==> src/hdl/simov_pkg.sv <==
// Package: register map, field layout and reset values of the switch monitor
package simov_pkg;
  // ****************************************************************
  // Sizes
  // ****************************************************************
  localparam int NUM_INPUTS   = 24;
  localparam int NUM_SINKABLE = 10;
  localparam int NUM_GROUPS   = 6;
  localparam int GROUP_SIZE   = 4;
  localparam int NUM_LEVELS   = 4;
  localparam int NUM_WC       = 15;
  localparam int WC_W         = 3;
  localparam int THR_W        = 2;
  localparam int IDX_W        = 5;
  localparam int WC_A_FIELDS  = 8;
  // ****************************************************************
  // Register byte offsets
  // ****************************************************************
  localparam logic [7:0] OFF_CONFIG = 8'h00;
  localparam logic [7:0] OFF_EVENT  = 8'h04;
  localparam logic [7:0] OFF_MISC   = 8'h08;
  localparam logic [7:0] OFF_SWSTAT = 8'h0C;
  localparam logic [7:0] OFF_IN_EN  = 8'h10;
  localparam logic [7:0] OFF_CS_SEL = 8'h14;
  localparam logic [7:0] OFF_THRESH = 8'h18;
  localparam logic [7:0] OFF_WC_A   = 8'h1C;
  localparam logic [7:0] OFF_WC_B   = 8'h20;
  // ****************************************************************
  // Field positions
  // ****************************************************************
  localparam int BIT_GO        = 0;
  localparam int BIT_OV_EVENT  = 0;
  localparam int BIT_SC_EVENT  = 1;
  localparam int BIT_OV_LIVE   = 0;
  localparam int BIT_ANY_EVENT = 31;
  // ****************************************************************
  // Reset values
  // ****************************************************************
  localparam logic [23:0] RST_IN_EN  = 24'h000000;
  localparam logic [9:0]  RST_CS_SEL = 10'h000;
  localparam logic [11:0] RST_THRESH = 12'h000;
  localparam logic [44:0] RST_WC     = 45'h0;
  // Wetting current codes, ascending current from code zero
  localparam logic [2:0] WC_0MA  = 3'h0;
  localparam logic [2:0] WC_1MA  = 3'h1;
  localparam logic [2:0] WC_2MA  = 3'h2;
  localparam logic [2:0] WC_5MA  = 3'h3;
  localparam logic [2:0] WC_10MA = 3'h4;
  localparam logic [2:0] WC_15MA = 3'h5;
  // Wetting field used by each input, inputs 0..23
  localparam logic [3:0] WC_MAP [NUM_INPUTS] = '{
    4'h0, 4'h0, 4'h1, 4'h1, 4'h2, 4'h3, 4'h4, 4'h4, 4'h5, 4'h5,
    4'h6, 4'h7, 4'h8, 4'h8, 4'h9, 4'h9, 4'hA, 4'hA, 4'hB, 4'hB,
    4'hC, 4'hC, 4'hD, 4'hE};
endpackage : simov_pkg

==> src/hdl/simov_monitor.sv <==
// Module: over-voltage handling, input settings and polling of the monitor
`timescale 1ns/1ps
`default_nettype none
// Notes on behaviour
// - Over-voltage entry turns all wetting currents off and halts monitoring.
// - Over-voltage entry asserts the event line and sets the event bit.
// - Live over-voltage flag reads one while the condition lasts.
// - Any-event flag rides on every read while an event is pending.
// - Event line and event register clear after a transfer reading them.
// - Bus access and all register contents stay intact during over-voltage.
// - Condition holds until the comparator drops; no repeat event meanwhile.
// - Over-voltage exit sets the event bit again and clears the live flag.
// - After recovery, resume current settings from lowest enabled input.
// - First polling cycle after recovery raises change event, sets baseline.
// - Open or closed state of all 24 inputs is readable.
// - Thresholds shared per four inputs; wetting fields per pair, some single.
// - Each group picks one of four levels for the open/closed decision.
// - Inputs 10 to 23 use sources only, no sink option.
// - Select bit one picks sink, zero picks source, inputs 0 to 9.
// - Source or sink selects reset to zero.
// - Enable bit zero turns off wetting and excludes the input.
// - All enable bits reset to zero.
// - Each wetting field selects one of six currents for its inputs.
// - Wetting fields reset to zero milliamps.
// - Monitor-go starts wetting and monitoring; clearing it stops both.
module simov_monitor
  import simov_pkg::*;
(
  input  wire logic                                  ref_clk,
  input  wire logic                                  rst,
  input  wire logic                                  psel,
  input  wire logic                                  penable,
  input  wire logic                                  pwrite,
  input  wire logic [7:0]                            paddr,
  input  wire logic [31:0]                           pwdata,
  output logic [31:0]                                prdata,
  output logic                                       pready,
  output logic                                       pslverr,
  input  wire logic                                  ovDetect,
  input  wire logic                                  pollClk,
  input  wire logic [simov_pkg::NUM_INPUTS*simov_pkg::NUM_LEVELS-1:0] inAbove,
  output logic [simov_pkg::NUM_INPUTS-1:0]           wettingOn,
  output logic [simov_pkg::NUM_INPUTS-1:0]           sinkSel,
  output logic [simov_pkg::NUM_INPUTS*simov_pkg::WC_W-1:0] wettingCode,
  output logic                                       eventReqNOut,
  output logic                                       eventReqNOe
);
  import simov_pkg::*;

  // ****************************************************************
  // Pin synchronisers
  // ****************************************************************
  localparam int NSYNC = NUM_INPUTS * NUM_LEVELS + 2;
  logic [NSYNC-1:0] syncA_q;
  logic [NSYNC-1:0] syncB_q;
  always_ff @(posedge ref_clk or posedge rst) begin
    if (rst) begin
      syncA_q <= '0;
      syncB_q <= '0;
    end else begin
      syncA_q <= {ovDetect, pollClk, inAbove};
      syncB_q <= syncA_q;
    end
  end
  logic                               ovLevel;
  logic                               pollLevel;
  logic [NUM_INPUTS*NUM_LEVELS-1:0]   aboveLevel;
  assign ovLevel    = syncB_q[NSYNC-1];
  assign pollLevel  = syncB_q[NSYNC-2];
  assign aboveLevel = syncB_q[NUM_INPUTS*NUM_LEVELS-1:0];

  logic ovPrev_q;
  logic pollPrev_q;
  always_ff @(posedge ref_clk or posedge rst) begin
    if (rst) begin
      ovPrev_q   <= 1'b0;
      pollPrev_q <= 1'b0;
    end else begin
      ovPrev_q   <= ovLevel;
      pollPrev_q <= pollLevel;
    end
  end
  logic ovEnter;
  logic ovExit;
  logic pollTick;
  // Only edges raise events, so a held condition never re-raises
  assign ovEnter  = ovLevel & ~ovPrev_q;
  assign ovExit   = ~ovLevel & ovPrev_q;
  assign pollTick = pollLevel & ~pollPrev_q;

  // ****************************************************************
  // APB slave
  // ****************************************************************
  logic        goQ_q;
  logic [23:0] inEn_q;
  logic [9:0]  csSel_q;
  logic [11:0] thresh_q;
  logic [44:0] wc_q;
  logic        ovEvent_q;
  logic        scEvent_q;
  logic        ovLive_q;
  logic [23:0] swStat_q;
  logic [31:0] rdata_q;
  logic        rdErr_q;

  logic setupPh;
  logic accessPh;
  logic wrDone;
  logic evReadDone;
  logic mapped;
  logic cfgOpen;
  assign setupPh    = psel & ~penable;
  assign accessPh   = psel & penable;
  assign pready     = accessPh;
  assign pslverr    = accessPh & rdErr_q;
  assign prdata     = rdata_q;
  assign wrDone     = accessPh & pwrite & ~rdErr_q;
  assign evReadDone = accessPh & ~pwrite & (paddr == OFF_EVENT);
  // Settings are frozen while monitoring runs
  assign cfgOpen    = ~goQ_q;

  always_comb begin
    case (paddr)
      OFF_CONFIG, OFF_EVENT, OFF_MISC, OFF_SWSTAT, OFF_IN_EN,
      OFF_CS_SEL, OFF_THRESH, OFF_WC_A, OFF_WC_B: mapped = 1'b1;
      default: mapped = 1'b0;
    endcase
  end

  logic [31:0] rdMux;
  logic        anyEvent;
  assign anyEvent = ovEvent_q | scEvent_q;
  always_comb begin
    rdMux = 32'h00000000;
    case (paddr)
      OFF_CONFIG: rdMux[BIT_GO] = goQ_q;
      OFF_EVENT: begin
        rdMux[BIT_OV_EVENT] = ovEvent_q;
        rdMux[BIT_SC_EVENT] = scEvent_q;
      end
      OFF_MISC:   rdMux[BIT_OV_LIVE] = ovLive_q;
      OFF_SWSTAT: rdMux[23:0] = swStat_q;
      OFF_IN_EN:  rdMux[23:0] = inEn_q;
      OFF_CS_SEL: rdMux[9:0] = csSel_q;
      OFF_THRESH: rdMux[11:0] = thresh_q;
      OFF_WC_A:   rdMux[23:0] = wc_q[23:0];
      OFF_WC_B:   rdMux[20:0] = wc_q[44:24];
      default:    rdMux = 32'h00000000;
    endcase
    rdMux[BIT_ANY_EVENT] = anyEvent;
  end

  // Read data is captured in the setup cycle so prdata comes from a flop
  always_ff @(posedge ref_clk or posedge rst) begin
    if (rst) begin
      rdata_q <= 32'h00000000;
      rdErr_q <= 1'b0;
    end else if (setupPh) begin
      rdata_q <= pwrite ? 32'h00000000 : rdMux;
      rdErr_q <= ~mapped;
    end
  end

  // ****************************************************************
  // Configuration registers
  // ****************************************************************
  always_ff @(posedge ref_clk or posedge rst) begin
    if (rst) begin
      goQ_q <= 1'b0;
    end else if (wrDone && paddr == OFF_CONFIG) begin
      goQ_q <= pwdata[BIT_GO];
    end
  end

  always_ff @(posedge ref_clk or posedge rst) begin
    if (rst) begin
      inEn_q   <= RST_IN_EN;
      csSel_q  <= RST_CS_SEL;
      thresh_q <= RST_THRESH;
      wc_q     <= RST_WC;
    end else if (wrDone && cfgOpen) begin
      case (paddr)
        OFF_IN_EN:  inEn_q <= pwdata[23:0];
        OFF_CS_SEL: csSel_q <= pwdata[9:0];
        OFF_THRESH: thresh_q <= pwdata[11:0];
        OFF_WC_A:   wc_q[23:0] <= pwdata[23:0];
        OFF_WC_B:   wc_q[44:24] <= pwdata[20:0];
        default:    inEn_q <= inEn_q;
      endcase
    end
  end

  // ****************************************************************
  // Per-input drive and comparison
  // ****************************************************************
  logic active;
  logic [NUM_INPUTS-1:0] inState;
  // Over-voltage halts wetting and polling but keeps settings for recovery
  assign active = goQ_q & ~ovLive_q;

  always_comb begin
    for (int i = 0; i < NUM_INPUTS; i++) begin
      wettingOn[i] = active & inEn_q[i];
      // No sink path exists above the sinkable range
      sinkSel[i] = (i < NUM_SINKABLE) ? csSel_q[i] : 1'b0;
      wettingCode[i*WC_W +: WC_W] = wc_q[WC_MAP[i]*WC_W +: WC_W];
      // Group level picks one comparator tap
      inState[i] = aboveLevel[i*NUM_LEVELS +
                   thresh_q[(i/GROUP_SIZE)*THR_W +: THR_W]];
    end
  end

  // ****************************************************************
  // Polling
  // ****************************************************************
  logic [IDX_W-1:0] idx_q;
  logic             firstCycle_q;
  logic             changed_q;
  logic             goPrev_q;
  logic             restart;
  assign restart = (goQ_q & ~goPrev_q) | ovExit;

  function automatic logic [IDX_W:0] nextEn(input logic [23:0] en,
                                            input int from);
    logic [IDX_W:0] r;
    r = 6'h3F;
    for (int k = NUM_INPUTS - 1; k >= 0; k--) begin
      if (k >= from && en[k]) begin
        r = 6'(k);
      end
    end
    return r;
  endfunction : nextEn

  logic [IDX_W:0] firstEn;
  logic [IDX_W:0] afterCur;
  logic           sampleNow;
  logic           cycleEnd;
  assign firstEn   = nextEn(inEn_q, 0);
  assign afterCur  = nextEn(inEn_q, int'(idx_q) + 1);
  assign sampleNow = active & pollTick & ~firstEn[IDX_W];
  assign cycleEnd  = sampleNow & afterCur[IDX_W];

  always_ff @(posedge ref_clk or posedge rst) begin
    if (rst) begin
      goPrev_q <= 1'b0;
    end else begin
      goPrev_q <= goQ_q;
    end
  end

  always_ff @(posedge ref_clk or posedge rst) begin
    if (rst) begin
      idx_q <= 5'h00;
    end else if (restart) begin
      idx_q <= 5'h00;
    end else if (sampleNow) begin
      idx_q <= cycleEnd ? 5'h00 : afterCur[IDX_W-1:0];
    end
  end

  logic [IDX_W-1:0] cur;
  assign cur = (idx_q < firstEn[IDX_W-1:0]) ? firstEn[IDX_W-1:0] : idx_q;

  // Status register only moves on a real sample; otherwise it holds
  always_ff @(posedge ref_clk or posedge rst) begin
    if (rst) begin
      swStat_q <= 24'h000000;
    end else if (sampleNow) begin
      swStat_q[cur] <= inState[cur];
    end
  end

  always_ff @(posedge ref_clk or posedge rst) begin
    if (rst) begin
      firstCycle_q <= 1'b0;
      changed_q    <= 1'b0;
    end else if (ovExit) begin
      firstCycle_q <= 1'b1;
      changed_q    <= 1'b0;
    end else if (restart) begin
      firstCycle_q <= 1'b0;
      changed_q    <= 1'b0;
    end else if (cycleEnd) begin
      firstCycle_q <= 1'b0;
      changed_q    <= 1'b0;
    end else if (sampleNow && swStat_q[cur] != inState[cur]) begin
      changed_q <= 1'b1;
    end
  end

  logic scSet;
  // Recovery cycle always reports; its samples become the new baseline
  assign scSet = cycleEnd & (firstCycle_q | changed_q |
                 (swStat_q[cur] != inState[cur]));

  // ****************************************************************
  // Over-voltage state and events
  // ****************************************************************
  always_ff @(posedge ref_clk or posedge rst) begin
    if (rst) begin
      ovLive_q <= 1'b0;
    end else if (ovEnter) begin
      ovLive_q <= 1'b1;
    end else if (ovExit) begin
      ovLive_q <= 1'b0;
    end
  end

  // A new event in the clearing cycle wins over the clear
  always_ff @(posedge ref_clk or posedge rst) begin
    if (rst) begin
      ovEvent_q <= 1'b0;
    end else if (ovEnter || ovExit) begin
      ovEvent_q <= 1'b1;
    end else if (evReadDone) begin
      ovEvent_q <= 1'b0;
    end
  end

  always_ff @(posedge ref_clk or posedge rst) begin
    if (rst) begin
      scEvent_q <= 1'b0;
    end else if (scSet) begin
      scEvent_q <= 1'b1;
    end else if (evReadDone) begin
      scEvent_q <= 1'b0;
    end
  end

  // Open-drain event line: only ever pulled low
  assign eventReqNOut = 1'b0;
  assign eventReqNOe  = anyEvent;

endmodule : simov_monitor
`default_nettype wire

==> config.mk <==
export PLATFORM = sky130hd
export DESIGN_NAME = simov_monitor
export DESIGN_NICKNAME = d
export VERILOG_FILES = /design/src/hdl/simov_pkg.sv /design/src/hdl/simov_monitor.sv
export SDC_FILE = /design/constraint.sdc
export NUM_CORES = 1
export LEC_CHECK = 0
export BUFFER_PORTS_ARGS = -buffer_cell sky130_fd_sc_hd__buf_4
export CAP_MARGIN = 40
export CORE_MARGIN = 1.5
export CORE_UTILIZATION = 52
export CTS_BUF_LIST = sky130_fd_sc_hd__clkbuf_8
export CTS_CLUSTER_SIZE = 40
export DETAILED_ROUTE_END_ITERATION = 7
export GPL_ROUTABILITY_DRIVEN = 0
export PLACE_DENSITY_LB_ADDON = 0.12
export REMOVE_ABC_BUFFERS = 1
export SKIP_LAST_GASP = 1
export SYNTH_ARGS = -nofsm -noshare
export SYNTH_HDL_FRONTEND = slang
export SYNTH_SLANG_ARGS = --single-unit
export TNS_END_PERCENT = 30
==> constraint.sdc <==
create_clock -name ref_clk -period 14.85 [get_ports ref_clk]
set_input_delay 0.7425 -clock ref_clk [delete_from_list [all_inputs] [get_ports ref_clk]]
set_output_delay 0.7425 -clock ref_clk [all_outputs]
set_load 0.02 [all_outputs]
### Yosys cells after proc, flatten, opt, wreduce, memory -nomap -nowiden

Cells that the tools add are included.
Widths: inputs -> output; s select.

| storage, ports and cells | value |
|---|---|
| bits in writable memories | 0 |
| bits in latches | 0 |
| flip-flop bits (word level) | 358 |
| bits of input ports | 143 |
| bits in read-only memories | 0 |
| memories | 0 |
| output and inout port bits | 156 |
| word-level logic and storage cells | 328 |

| operators by class | value |
|---|---|
| mux-type cells | 127 |
| bitwise logic cells | 55 |
| equal/unequal tests | 9 |
| divide/modulo/power cells | 0 |
| shift-type cells | 0 |
| reductions and logical operators | 42 |
| add/sub/neg operators | 24 |
| $lt $le $gt $ge | 51 |
| multiply operators | 0 |

Operators with widths:

| kind | number |
|---|---|
| $mux 6 | 48 |
| $bmux 1 s7 | 23 |
| $add 7x2->8 const A | 8 |
| $lt 7x8->1 const B | 8 |
| $lt 8x8->1 const B | 8 |
| $add 6x2->7 const A | 8 |
| $ge 4x6->1 const A | 8 |
| $ge 5x6->1 const A | 8 |
| $pmux 8 s6 | 1 |
| $and 1x1->1 | 40 |
| $mux 1 | 40 |
| $pmux 9 s4 | 1 |
| $eq 8x5->1 const B | 4 |
| $lt 6x8->1 const B | 4 |
| $mux 32 | 1 |
| $logic_and 1x1->1 | 28 |
| $add 5x2->6 const A | 4 |
| $bwmux 24 | 1 |
| $ge 3x6->1 const A | 4 |
| $mux 5 | 4 |
| $eq 8x4->1 const B | 2 |
| $lt 5x8->1 const B | 2 |
| $ge 1x6->1 const A | 2 |
| $ge 2x6->1 const A | 2 |
| other kinds (27) | 49 |

### Longest topological paths before layout

Gate-level depths: netlist of run 1.

| logic depth | value |
|---|---|
| word-level depth | 34 |
| depth in mapped cells | 21 |
| depth with buffers taken out | 17 |

### Worst setup path before layout of run 1

No wires, ideal clock.

| timing | value |
|---|---|
| kind | reg-to-reg |
| start | register inEn_q[11] |
| end | register changed_q |
| stages on the path, launching flop included | 18 |
| period minus slack after synthesis | 4140 ps |
| data required time | 14781 ps |
| path buffers | 2 |
| setup time | 69 ps |
| setup slack | 10710 ps |
| arrival time | 4071 ps |
| cell sequence | dfrtp_1 > clkbuf_1 > or4_1 > a21oi_1 > nor2_1 > nor2_1 > inv_1 > ha_1 > a21oi_1 > o21a_1 > o21a_2 > mux2_4 > buf_6 > mux2_2 > o22ai_1 > or4_1 > or4_1 > nand3_1 |

| between the ends | value |
|---|---|
| cells in the longest elaborated chain, start to end | 19 |
| elaborated cells on any way between the ends | 40 |
| classes of those cells | order compare: 1; eq/ne: 1; mux: 32; bitwise: 3; reduce/logical: 3 |

Ends and longest elaborated chain:

| what | line | text |
|---|---|---|
| start: declaration | simov_monitor.sv:95 | `logic [23:0] inEn_q;` |
| start signal: assignment | simov_monitor.sv:183 | `OFF_IN_EN: inEn_q <= pwdata[23:0];` |
| start signal: assignment | simov_monitor.sv:188 | `default: inEn_q <= inEn_q;` |
| $mux 6 (12 in series) | simov_monitor.sv:228 | `if (k >= from && en[k]) begin` |
| $lt 5x5->1 | simov_monitor.sv:263 | `assign cur = (idx_q < firstEn[IDX_W-1:0]) ? firstEn[IDX_W-1:0] : idx_q;` |
| $mux 5 | simov_monitor.sv:263 |  |
| $bmux 1 s5 | simov_monitor.sv:287 | `end else if (sampleNow && swStat_q[cur] != inState[cur]) begin` |
| $mux 1 (not written as such) | simov_monitor.sv:287 |  |
| $ne 1x1->1 | simov_monitor.sv:287 |  |
| $logic_and 1x1->1 | simov_monitor.sv:287 |  |
| $reduce_bool 4->1 (no line) | -- |  |
| end signal: assignment | simov_monitor.sv:283 | `changed_q <= 1'b0;` |
| end signal: assignment | simov_monitor.sv:286 | `changed_q <= 1'b0;` |
| end signal: assignment | simov_monitor.sv:288 | `changed_q <= 1'b1;` |
| end: declaration | simov_monitor.sv:218 | `logic changed_q;` |

Several ways; a longest one is shown, not always the timed one. The select of a mux whose other input is x is not followed.
A chain may end at the register's enable or synchronous reset.

### Worst setup path in the final report of run 1

| timing | value |
|---|---|
| start | register inEn_q[2] |
| end | register changed_q |

| between the ends | value |
|---|---|
| cells in the longest elaborated chain, start to end | 10 |
| elaborated cells on any way between the ends | 22 |
| classes of those cells | order compare: 1; eq/ne: 1; mux: 14; bitwise: 3; reduce/logical: 3 |

Ends and longest elaborated chain:

| what | line |
|---|---|
| $mux 6 (3 in series) | simov_monitor.sv:228 |
| $lt 5x5->1 | simov_monitor.sv:263 |
| $mux 5 | simov_monitor.sv:263 |
| $bmux 1 s5 | simov_monitor.sv:287 |
| $mux 1 (not written as such) | simov_monitor.sv:287 |
| $ne 1x1->1 | simov_monitor.sv:287 |
| $logic_and 1x1->1 | simov_monitor.sv:287 |
| $reduce_bool 4->1 (no line) | -- |

Several ways; a longest one is shown, not always the timed one. The select of a mux whose other input is x is not followed.

==> results of run 1 <==
layout make-up:
type / instances / area, sq um / share of cell area
flip-flops and latches: 351 / 8780 / 0.492
clock buffers: 64 / 881 / 0.0493
well taps: 372 / 465 / 0.0261
clock inverters: 35 / 328 / 0.0184
repair buffers: 293 / 2240 / 0.125
multi-input cells: 660 / 5090 / 0.285
inverters: 17 / 71.3 / 0.00399
sequential cells by signal, summed over array words and instances (netlist names), 5 cells and up:
name,count
swStat_q,24
syncA_q,98
inEn_q,24
idx_q,5
thresh_q,12
csSel_q,10
syncB_q,98
wc_q,45
prdata,25
per-layer routing:
| metal | track usage | vias to the layer above | part of all wire |
|---|---|---|---|
| met2 | 0.419 | 427 | 0.49 |
| met4 | 0.0823 | 0 | 0.029 |
| met1 | 0.330 | 4934 | 0.41 |
| met3 | 0.0548 | 65 | 0.075 |
| li1 | - | 4478 | - |
| met5 | 0 | - | 0 |
cells in the mapped netlist, drive strengths merged (3+ instances only):
library cell | n | area [sq um]
clkbuf | 44 | 165
nand3b | 4 | 30.0
o21ai | 29 | 145
nor2b | 11 | 68.8
a22oi | 30 | 225
nand2 | 106 | 398
nand3 | 19 | 95.1
a222oi | 16 | 160
a32o | 3 | 30.0
a21oi | 26 | 130
ha | 9 | 113
or3 | 6 | 37.5
o31ai | 3 | 22.5
inv | 17 | 63.8
mux2 | 123 | 1390
nand4 | 5 | 31.3
a211oi | 4 | 30.0
nand2b | 13 | 81.3
o21a | 4 | 31.3
a21o | 6 | 45.0
mux2i | 21 | 210
nor4 | 7 | 43.8
and3 | 5 | 31.3
or2 | 4 | 25.0
buf | 66 | 455
nor2 | 39 | 146
dfrtp | 351 | 8780
a32oi | 3 | 26.3
mux4 | 26 | 586
o22ai | 8 | 50.1
nor3 | 15 | 75.1
or4 | 5 | 37.5
and2 | 34 | 213
a22o | 23 | 201
logic make-up after synthesis:
group / after synthesis / share of synthesized area
other cells: 1 / 0.000259
xor+xnor: 2 / 0.00121
flops: 351 / 0.608
fa+ha+maj: 9 / 0.00779
compound gates: 178 / 0.0899
simple gates: 279 / 0.0945
buf+inv: 127 / 0.0474
mux: 170 / 0.151
worst paths after layout:
kind                        startpoint           to  slack (ns)  depth (start not counted)
min reg2reg                syncA_q[59]  syncB_q[59]        0.34                          0
max                          inEn_q[2]    changed_q        9.35                         14
min in group asynchronous          rst  syncA_q[18]        0.27                          2
min                        inAbove[79]  syncA_q[79]        0.26                          1
max reg2reg                  inEn_q[2]    changed_q        9.35                         14
max in group asynchronous          rst  syncB_q[65]       12.60                          5
power groups by stage:
stage                     logic, mW  clock network [mW]  registers (mW)
after floorplan              0.0494                   0            1.02
after global placement        0.104                   0            1.02
after detailed placement      0.107                   0            1.02
after CTS                     0.108               0.890            1.00
after global routing          0.117               0.935            1.00
final                         0.106               0.870            1.00
stage by stage:
step / utilization / power, mW / setup slack (ns) / instances / area [sq um]
after global routing: 0.659 / 2.06 / 9.05 / 1792 / 17900
after detailed placement: 0.614 / 1.12 / 9.53 / 1693 / 16700
final: 0.659 / 1.98 / 9.35 / 1792 / 17900
after CTS: 0.659 / 2.00 / 9.48 / 1792 / 17900
after global placement: 0.610 / 1.12 / 9.55 / 1683 / 16500
after floorplan: - / 1.07 / 4.37 / 1028 / 13900
cell usage in the layout, fill, tap and decap left out, types with 8 or more instances in the layout:
cell,n
a21oi_1,26
a222oi_1,16
a22o_1,23
a22oi_1,30
and2_1,34
buf_4,286
clkbuf_8,64
clkinv_2,12
conb_1,22
dfrtp_1,351
ha_1,9
inv_1,29
mux2_2,122
mux2i_1,21
mux4_2,26
nand2_1,106
nand2b_1,13
nand3_1,19
nor2_1,37
nor2b_1,8
nor3_1,14
o21ai_0,28
o22ai_1,8
==> metrics.md, run 1 <==
| Metric | Value |
|---|---|
| Delay-heaviest family, CP | simple AND/OR/NAND/NOR gates |
| Mapped Avg Cell Area | 12.9 sq um |
| Clk sink count | 351 |
| Worst slew margin | 0.387 |
| Fin crit share | 0.370 |
| First-pass GRT wire length | 55200 microns |
| Die area | 28800 sq um |
| Slew Limit Fails | 0 |
| HPWL after DPL | 25200 microns |
| Die Height | 170 microns |
| IO Pins | 299 |
| Layout cells sized above 1 | 0.382 |
| Post-CTS Hold Buffers | 0 |
| First drt pass iteration count | 5 |
| Antenna cells | 0 |
| Layout area overhead | 23.6% |
| Leakage dissipation | 8.70 nW |
| Setup clock skew after layout | 0.0215 ns |
| CTS Buffer Depth | 3 |
| Worst path max stage delay | 0.62 ns |
| Setup TNS | 0 ns |
| EDFF count, synth | 0 |
| CTS root buffer | clkbuf_8 |
| Routed WL per cell | 19.8 microns |
| Internal power | 1.53 mW |
| Overflow left after global routing | 0 |
| Die extent in x | 170 microns |
| Vias per inst | 5.53 |
| Layout fillers | 2048 |
| Critical path launch point type | flop |
| Pwr Density | 111 nW/um^2 |
| Later-pin clock latency in the skew report | 0.59 ns |
| Initial antenna violation count | 0 |
| Final wirelength | 35500 microns |
| Setup violations, final | 0 |
| P_sw | 0.442 mW |
| FFs w/ async S/R, synth | 1.00 |
| Clock Pin Slew Worst Setup and Hold Paths | 0.07 ns |
| GRT Resource Usage Total | 0.252 |
| DRC viols | 0 |
| Starting density of the core | 0.533 |
| Syn Inst Count | 1117 |
| Sequential share of power | 0.506 |
| FMAX | 0.182 GHz |
| Worst-Margin Slew | 0.894 ns |
| # rows | 60 |
| 1st-iter DRT viols | 781 |
| Slowest-stage cell, CP | nor4_1 |
| Main synth FF type | dfrtp_1 |
| TritonCTS clock tree | done |
| Final hold slack | 0.260 ns |
| Outcome | completed |
| Mapped Area | 14500 sq um |
| Worst IR drop on VDD | 0.0795 mV |
| Register area share after synthesis | 0.608 |
| Arr. time, crit path | 6.01 ns |
| Worst-path cell chain | nor4_1, nand4_1, ha_1, nand4_1, a21o_1, o21a_2, mux2_4, mux2i_1, mux2i_1, a32oi_1, nand3_1, buf_4, or4_1, nand3_1 |
| CORE AREA | 27100 sq um |
| Synth warnings | 0 |
| Max-cap violations | 0 |
| Clock network fraction of design power | 0.440 |
| Port Buffer Count | 268 |
| Routed Antenna Nets | 0 |
| Vias in the first global route | 9960 |
| Synthesized flop and latch total | 351 |
| Largest net degree at the start of global routing | 124 |
| Combinational power share | 0.054 |
| Netlist cell types | 62 |
| Vias after detailed routing | 9904 |
| Final nets | 1530 |
| Post-CTS setup buffers | 0 |
| Worst hold path type | input pin to flop |
| CP Capture Type | flop |
| RSZ-0062 raised after global routing | false |
| Final min period | 5.50 ns |
| Sw Ratio | 0.224 |
| Final hold viol count | 0 |
| Crit-path max FO | 26 |
| Crit path required time | 15.36 ns |
| WP buf/inv | 1 |
| H-tree levels | 2 |
| Critical path class | flop to flop |
| Post-cts gate resize count | 0 |
| CTS Buf Count | 55 |
Power figures use the tool's default switching activity.
==> run 2, diff against run 1 <==
--- a/config.mk
+++ b/config.mk
@@ -8,7 +8,7 @@
 export BUFFER_PORTS_ARGS = -buffer_cell sky130_fd_sc_hd__buf_4
 export CAP_MARGIN = 40
 export CORE_MARGIN = 1.5
-export CORE_UTILIZATION = 52
+export CORE_UTILIZATION = 51
 export CTS_BUF_LIST = sky130_fd_sc_hd__clkbuf_8
 export CTS_CLUSTER_SIZE = 40
 export DETAILED_ROUTE_END_ITERATION = 7
==> constraint.sdc (replaced) <==
create_clock -name ref_clk -period 4.6 [get_ports ref_clk]
set_input_delay 0.23 -clock ref_clk [delete_from_list [all_inputs] [get_ports ref_clk]]
set_output_delay 0.23 -clock ref_clk [all_outputs]
set_load 0.02 [all_outputs]
==> run 2 against run 1 <==
Utilization grew 3.1 points. Routed wire length rose by 12%. Count of clock-buffer cells in the layout up 5. Sequential share of layout area decreased by 3.5 points. Register-to-register slack worse by 9.2 ns. Die area rose by 1.9%. Largest power group unchanged.
==> metrics.md, run 2 (synthesized netlist as in run 1, its figures left out) <==
| Metric | Value |
|---|---|
| Final wirelength | 39900 microns |
| Worst slew margin | 0.424 |
| Worst setup path startpoint | inEn_q[19] |
| Port Buffer Count | 268 |
| R2R depth | 17 |
| Layout cells sized above 1 | 0.361 |
| Outcome | completed |
| Vias in the first global route | 10800 |
| Final nets | 1681 |
| Vias after detailed routing | 10600 |
| Multi-input logic area | 5120 sq um |
| Largest regs | syncA_q (98), syncB_q (98), wc_q (45) |
| CP Capture Type | flop |
| Max-cap violations | 0 |
| Final hold viol count | 0 |
| Worst hold path type | input pin to flop |
| Largest net degree at the start of global routing | 160 |
| Pre-CTS setup slack | 0.0922 ns |
| Layout area overhead | 33.0% |
| Pwr Density | 326 nW/um^2 |
| Layout fillers | 2042 |
| Leakage dissipation | 9.32 nW |
| Reg2reg setup slack | 0.14 ns |
| Routed Antenna Nets | 0 |
| Final min period | 4.46 ns |
| CORE AREA | 27900 sq um |
| CTS Buf Count | 54 |
| First drt pass iteration count | 5 |
| Overflow left after global routing | 0 |
| Crit path capture | scEvent_q |
| Slew Limit Fails | 0 |
| Die area | 29400 sq um |
| Initial antenna violation count | 0 |
| Arr. time, crit path | 4.93 ns |
| CTS root buffer | clkbuf_8 |
| GRT Resource Usage Total | 0.276 |
| Setup TNS | 0 ns |
| First-pass GRT wire length | 61000 microns |
| Critical path class | flop to flop |
| Setup violations, final | 0 |
| Storage cell area | 8780 sq um |
| DRC viols | 0 |
| CTS Buffer Depth | 3 |
| Commonest non-fill, non-tap cell in the layout | dfrtp_1 |
| Antenna cells | 0 |
| Critical path launch point type | flop |
| TritonCTS clock tree | done |
| Final worst-path setup slack | 0.145 ns |
| Fin crit share | 0.969 |
| Crit-path max FO | 29 |
| FMAX | 0.224 GHz |
| Commonest non-fill, non-tap cells in the layout | 351 x dfrtp_1, 316 x buf_4, 124 x mux2_2, 124 x dlygate4sd3_1, 106 x nand2_1 |
| Final hold slack | 0.0956 ns |
| Worst IR drop on VDD | 0.250 mV |
| Die extent in x | 171 microns |
| IO Pins | 299 |
| 1st-iter DRT viols | 757 |
| Die Height | 171 microns |
| Later-pin clock latency in the skew report | 0.60 ns |
| Setup clock skew after layout | 0.0330 ns |
| Routed WL per cell | 20.5 microns |
| Utilization after layout | 0.690 |
| Vias per inst | 5.43 |
| Clk sink count | 351 |
| Crit path required time | 5.07 ns |
| Clock Pin Slew Worst Setup and Hold Paths | 0.06 ns |
| Starting density of the core | 0.519 |
| # rows | 61 |
| Worst-Margin Slew | 0.865 ns |
| R2r endpoint | scEvent_q |
| HPWL after DPL | 26300 microns |
| H-tree levels | 2 |
| Critical R2R Launch | inEn_q[19] |
==> run 2: cell types whose count changed in the layout (fill, tap and decap cells not counted), sizes merged, moves of 3 or more <==
cell,before,now
dlygate4sd3,0,124
buf,293,318
bufinv,6,1
clkbuf,64,69
clkinv,12,8
inv,31,35
clkinvlp,3,0
==> run 2: worst min path at each step <==
stage	cells after the start	startpoint	slack (ns)	endpoint
3_3_place_gp	0	syncA_q[2]	0.33	syncB_q[2]
5_1_grt	3	paddr[3]	0.09	goQ_q
4_1_cts	3	paddr[3]	0.06	goQ_q
2_1_floorplan	0	inAbove[0]	0.26	syncA_q[0]
6_report	3	paddr[3]	0.1	goQ_q
3_5_place_dp	0	syncA_q[19]	0.33	syncB_q[19]
==> run 2: report_power, final <==
group | leakage (nW) | total (mW) | internal (mW) | switching (mW)
registers | 4.40 | 3.23 | 3.19 | 0.0380
clock network | 0.640 | 2.59 | 1.41 | 1.19
logic | 4.28 | 0.447 | 0.220 | 0.227
==> run 2: timing repair <==
action	in CTS	in global routing
hold endpoints to repair	275	0
setup buffers	0	1
hold buffers	124	0
gates resized for setup	0	4
setup endpoints to repair	0	24
==> run 2: final cells by class <==
class	instances	share of cell area
tap	378	0.0246
timing repair buffer	443	0.191
sequential	351	0.457
clock buffer	69	0.0494
clock inverter	27	0.00820
multi-input combinational	662	0.267
inverter	17	0.00371
==> run 2: per-stage QoR <==
stage               cell area [sq um]  instances  total power, mW
CTS                             19200       1944             6.31
global route                    19200       1947             6.54
global placement                16800       1721             3.63
detailed placement              16800       1724             3.64
floorplan                       13900       1028             3.44
finish                          19200       1947             6.27
==> run 2: metal layers <==
metal | global-route usage | vias up | part of all wire
li1 | - | 4786 | -
met1 | 0.366 | 5314 | 0.41
met2 | 0.452 | 401 | 0.49
met3 | 0.0561 | 70 | 0.071
met4 | 0.0988 | 0 | 0.030
met5 | 0 | - | 0
==> run 2: worst max-delay path, cell delays in order (launching register included) <==
cell      delay (ns)
dfrtp_1         0.37
or4_1           0.58
a21oi_1         0.17
nor2_1          0.07
nor2_2          0.15
inv_1           0.08
ha_1            0.29
a21oi_1         0.22
o21a_1          0.23
o21a_4          0.22
mux2_2          0.51
mux2i_1         0.18
mux2i_1         0.30
a32oi_1         0.13
nand3_1         0.16
buf_4           0.33
o22ai_1         0.11
a211oi_1        0.23
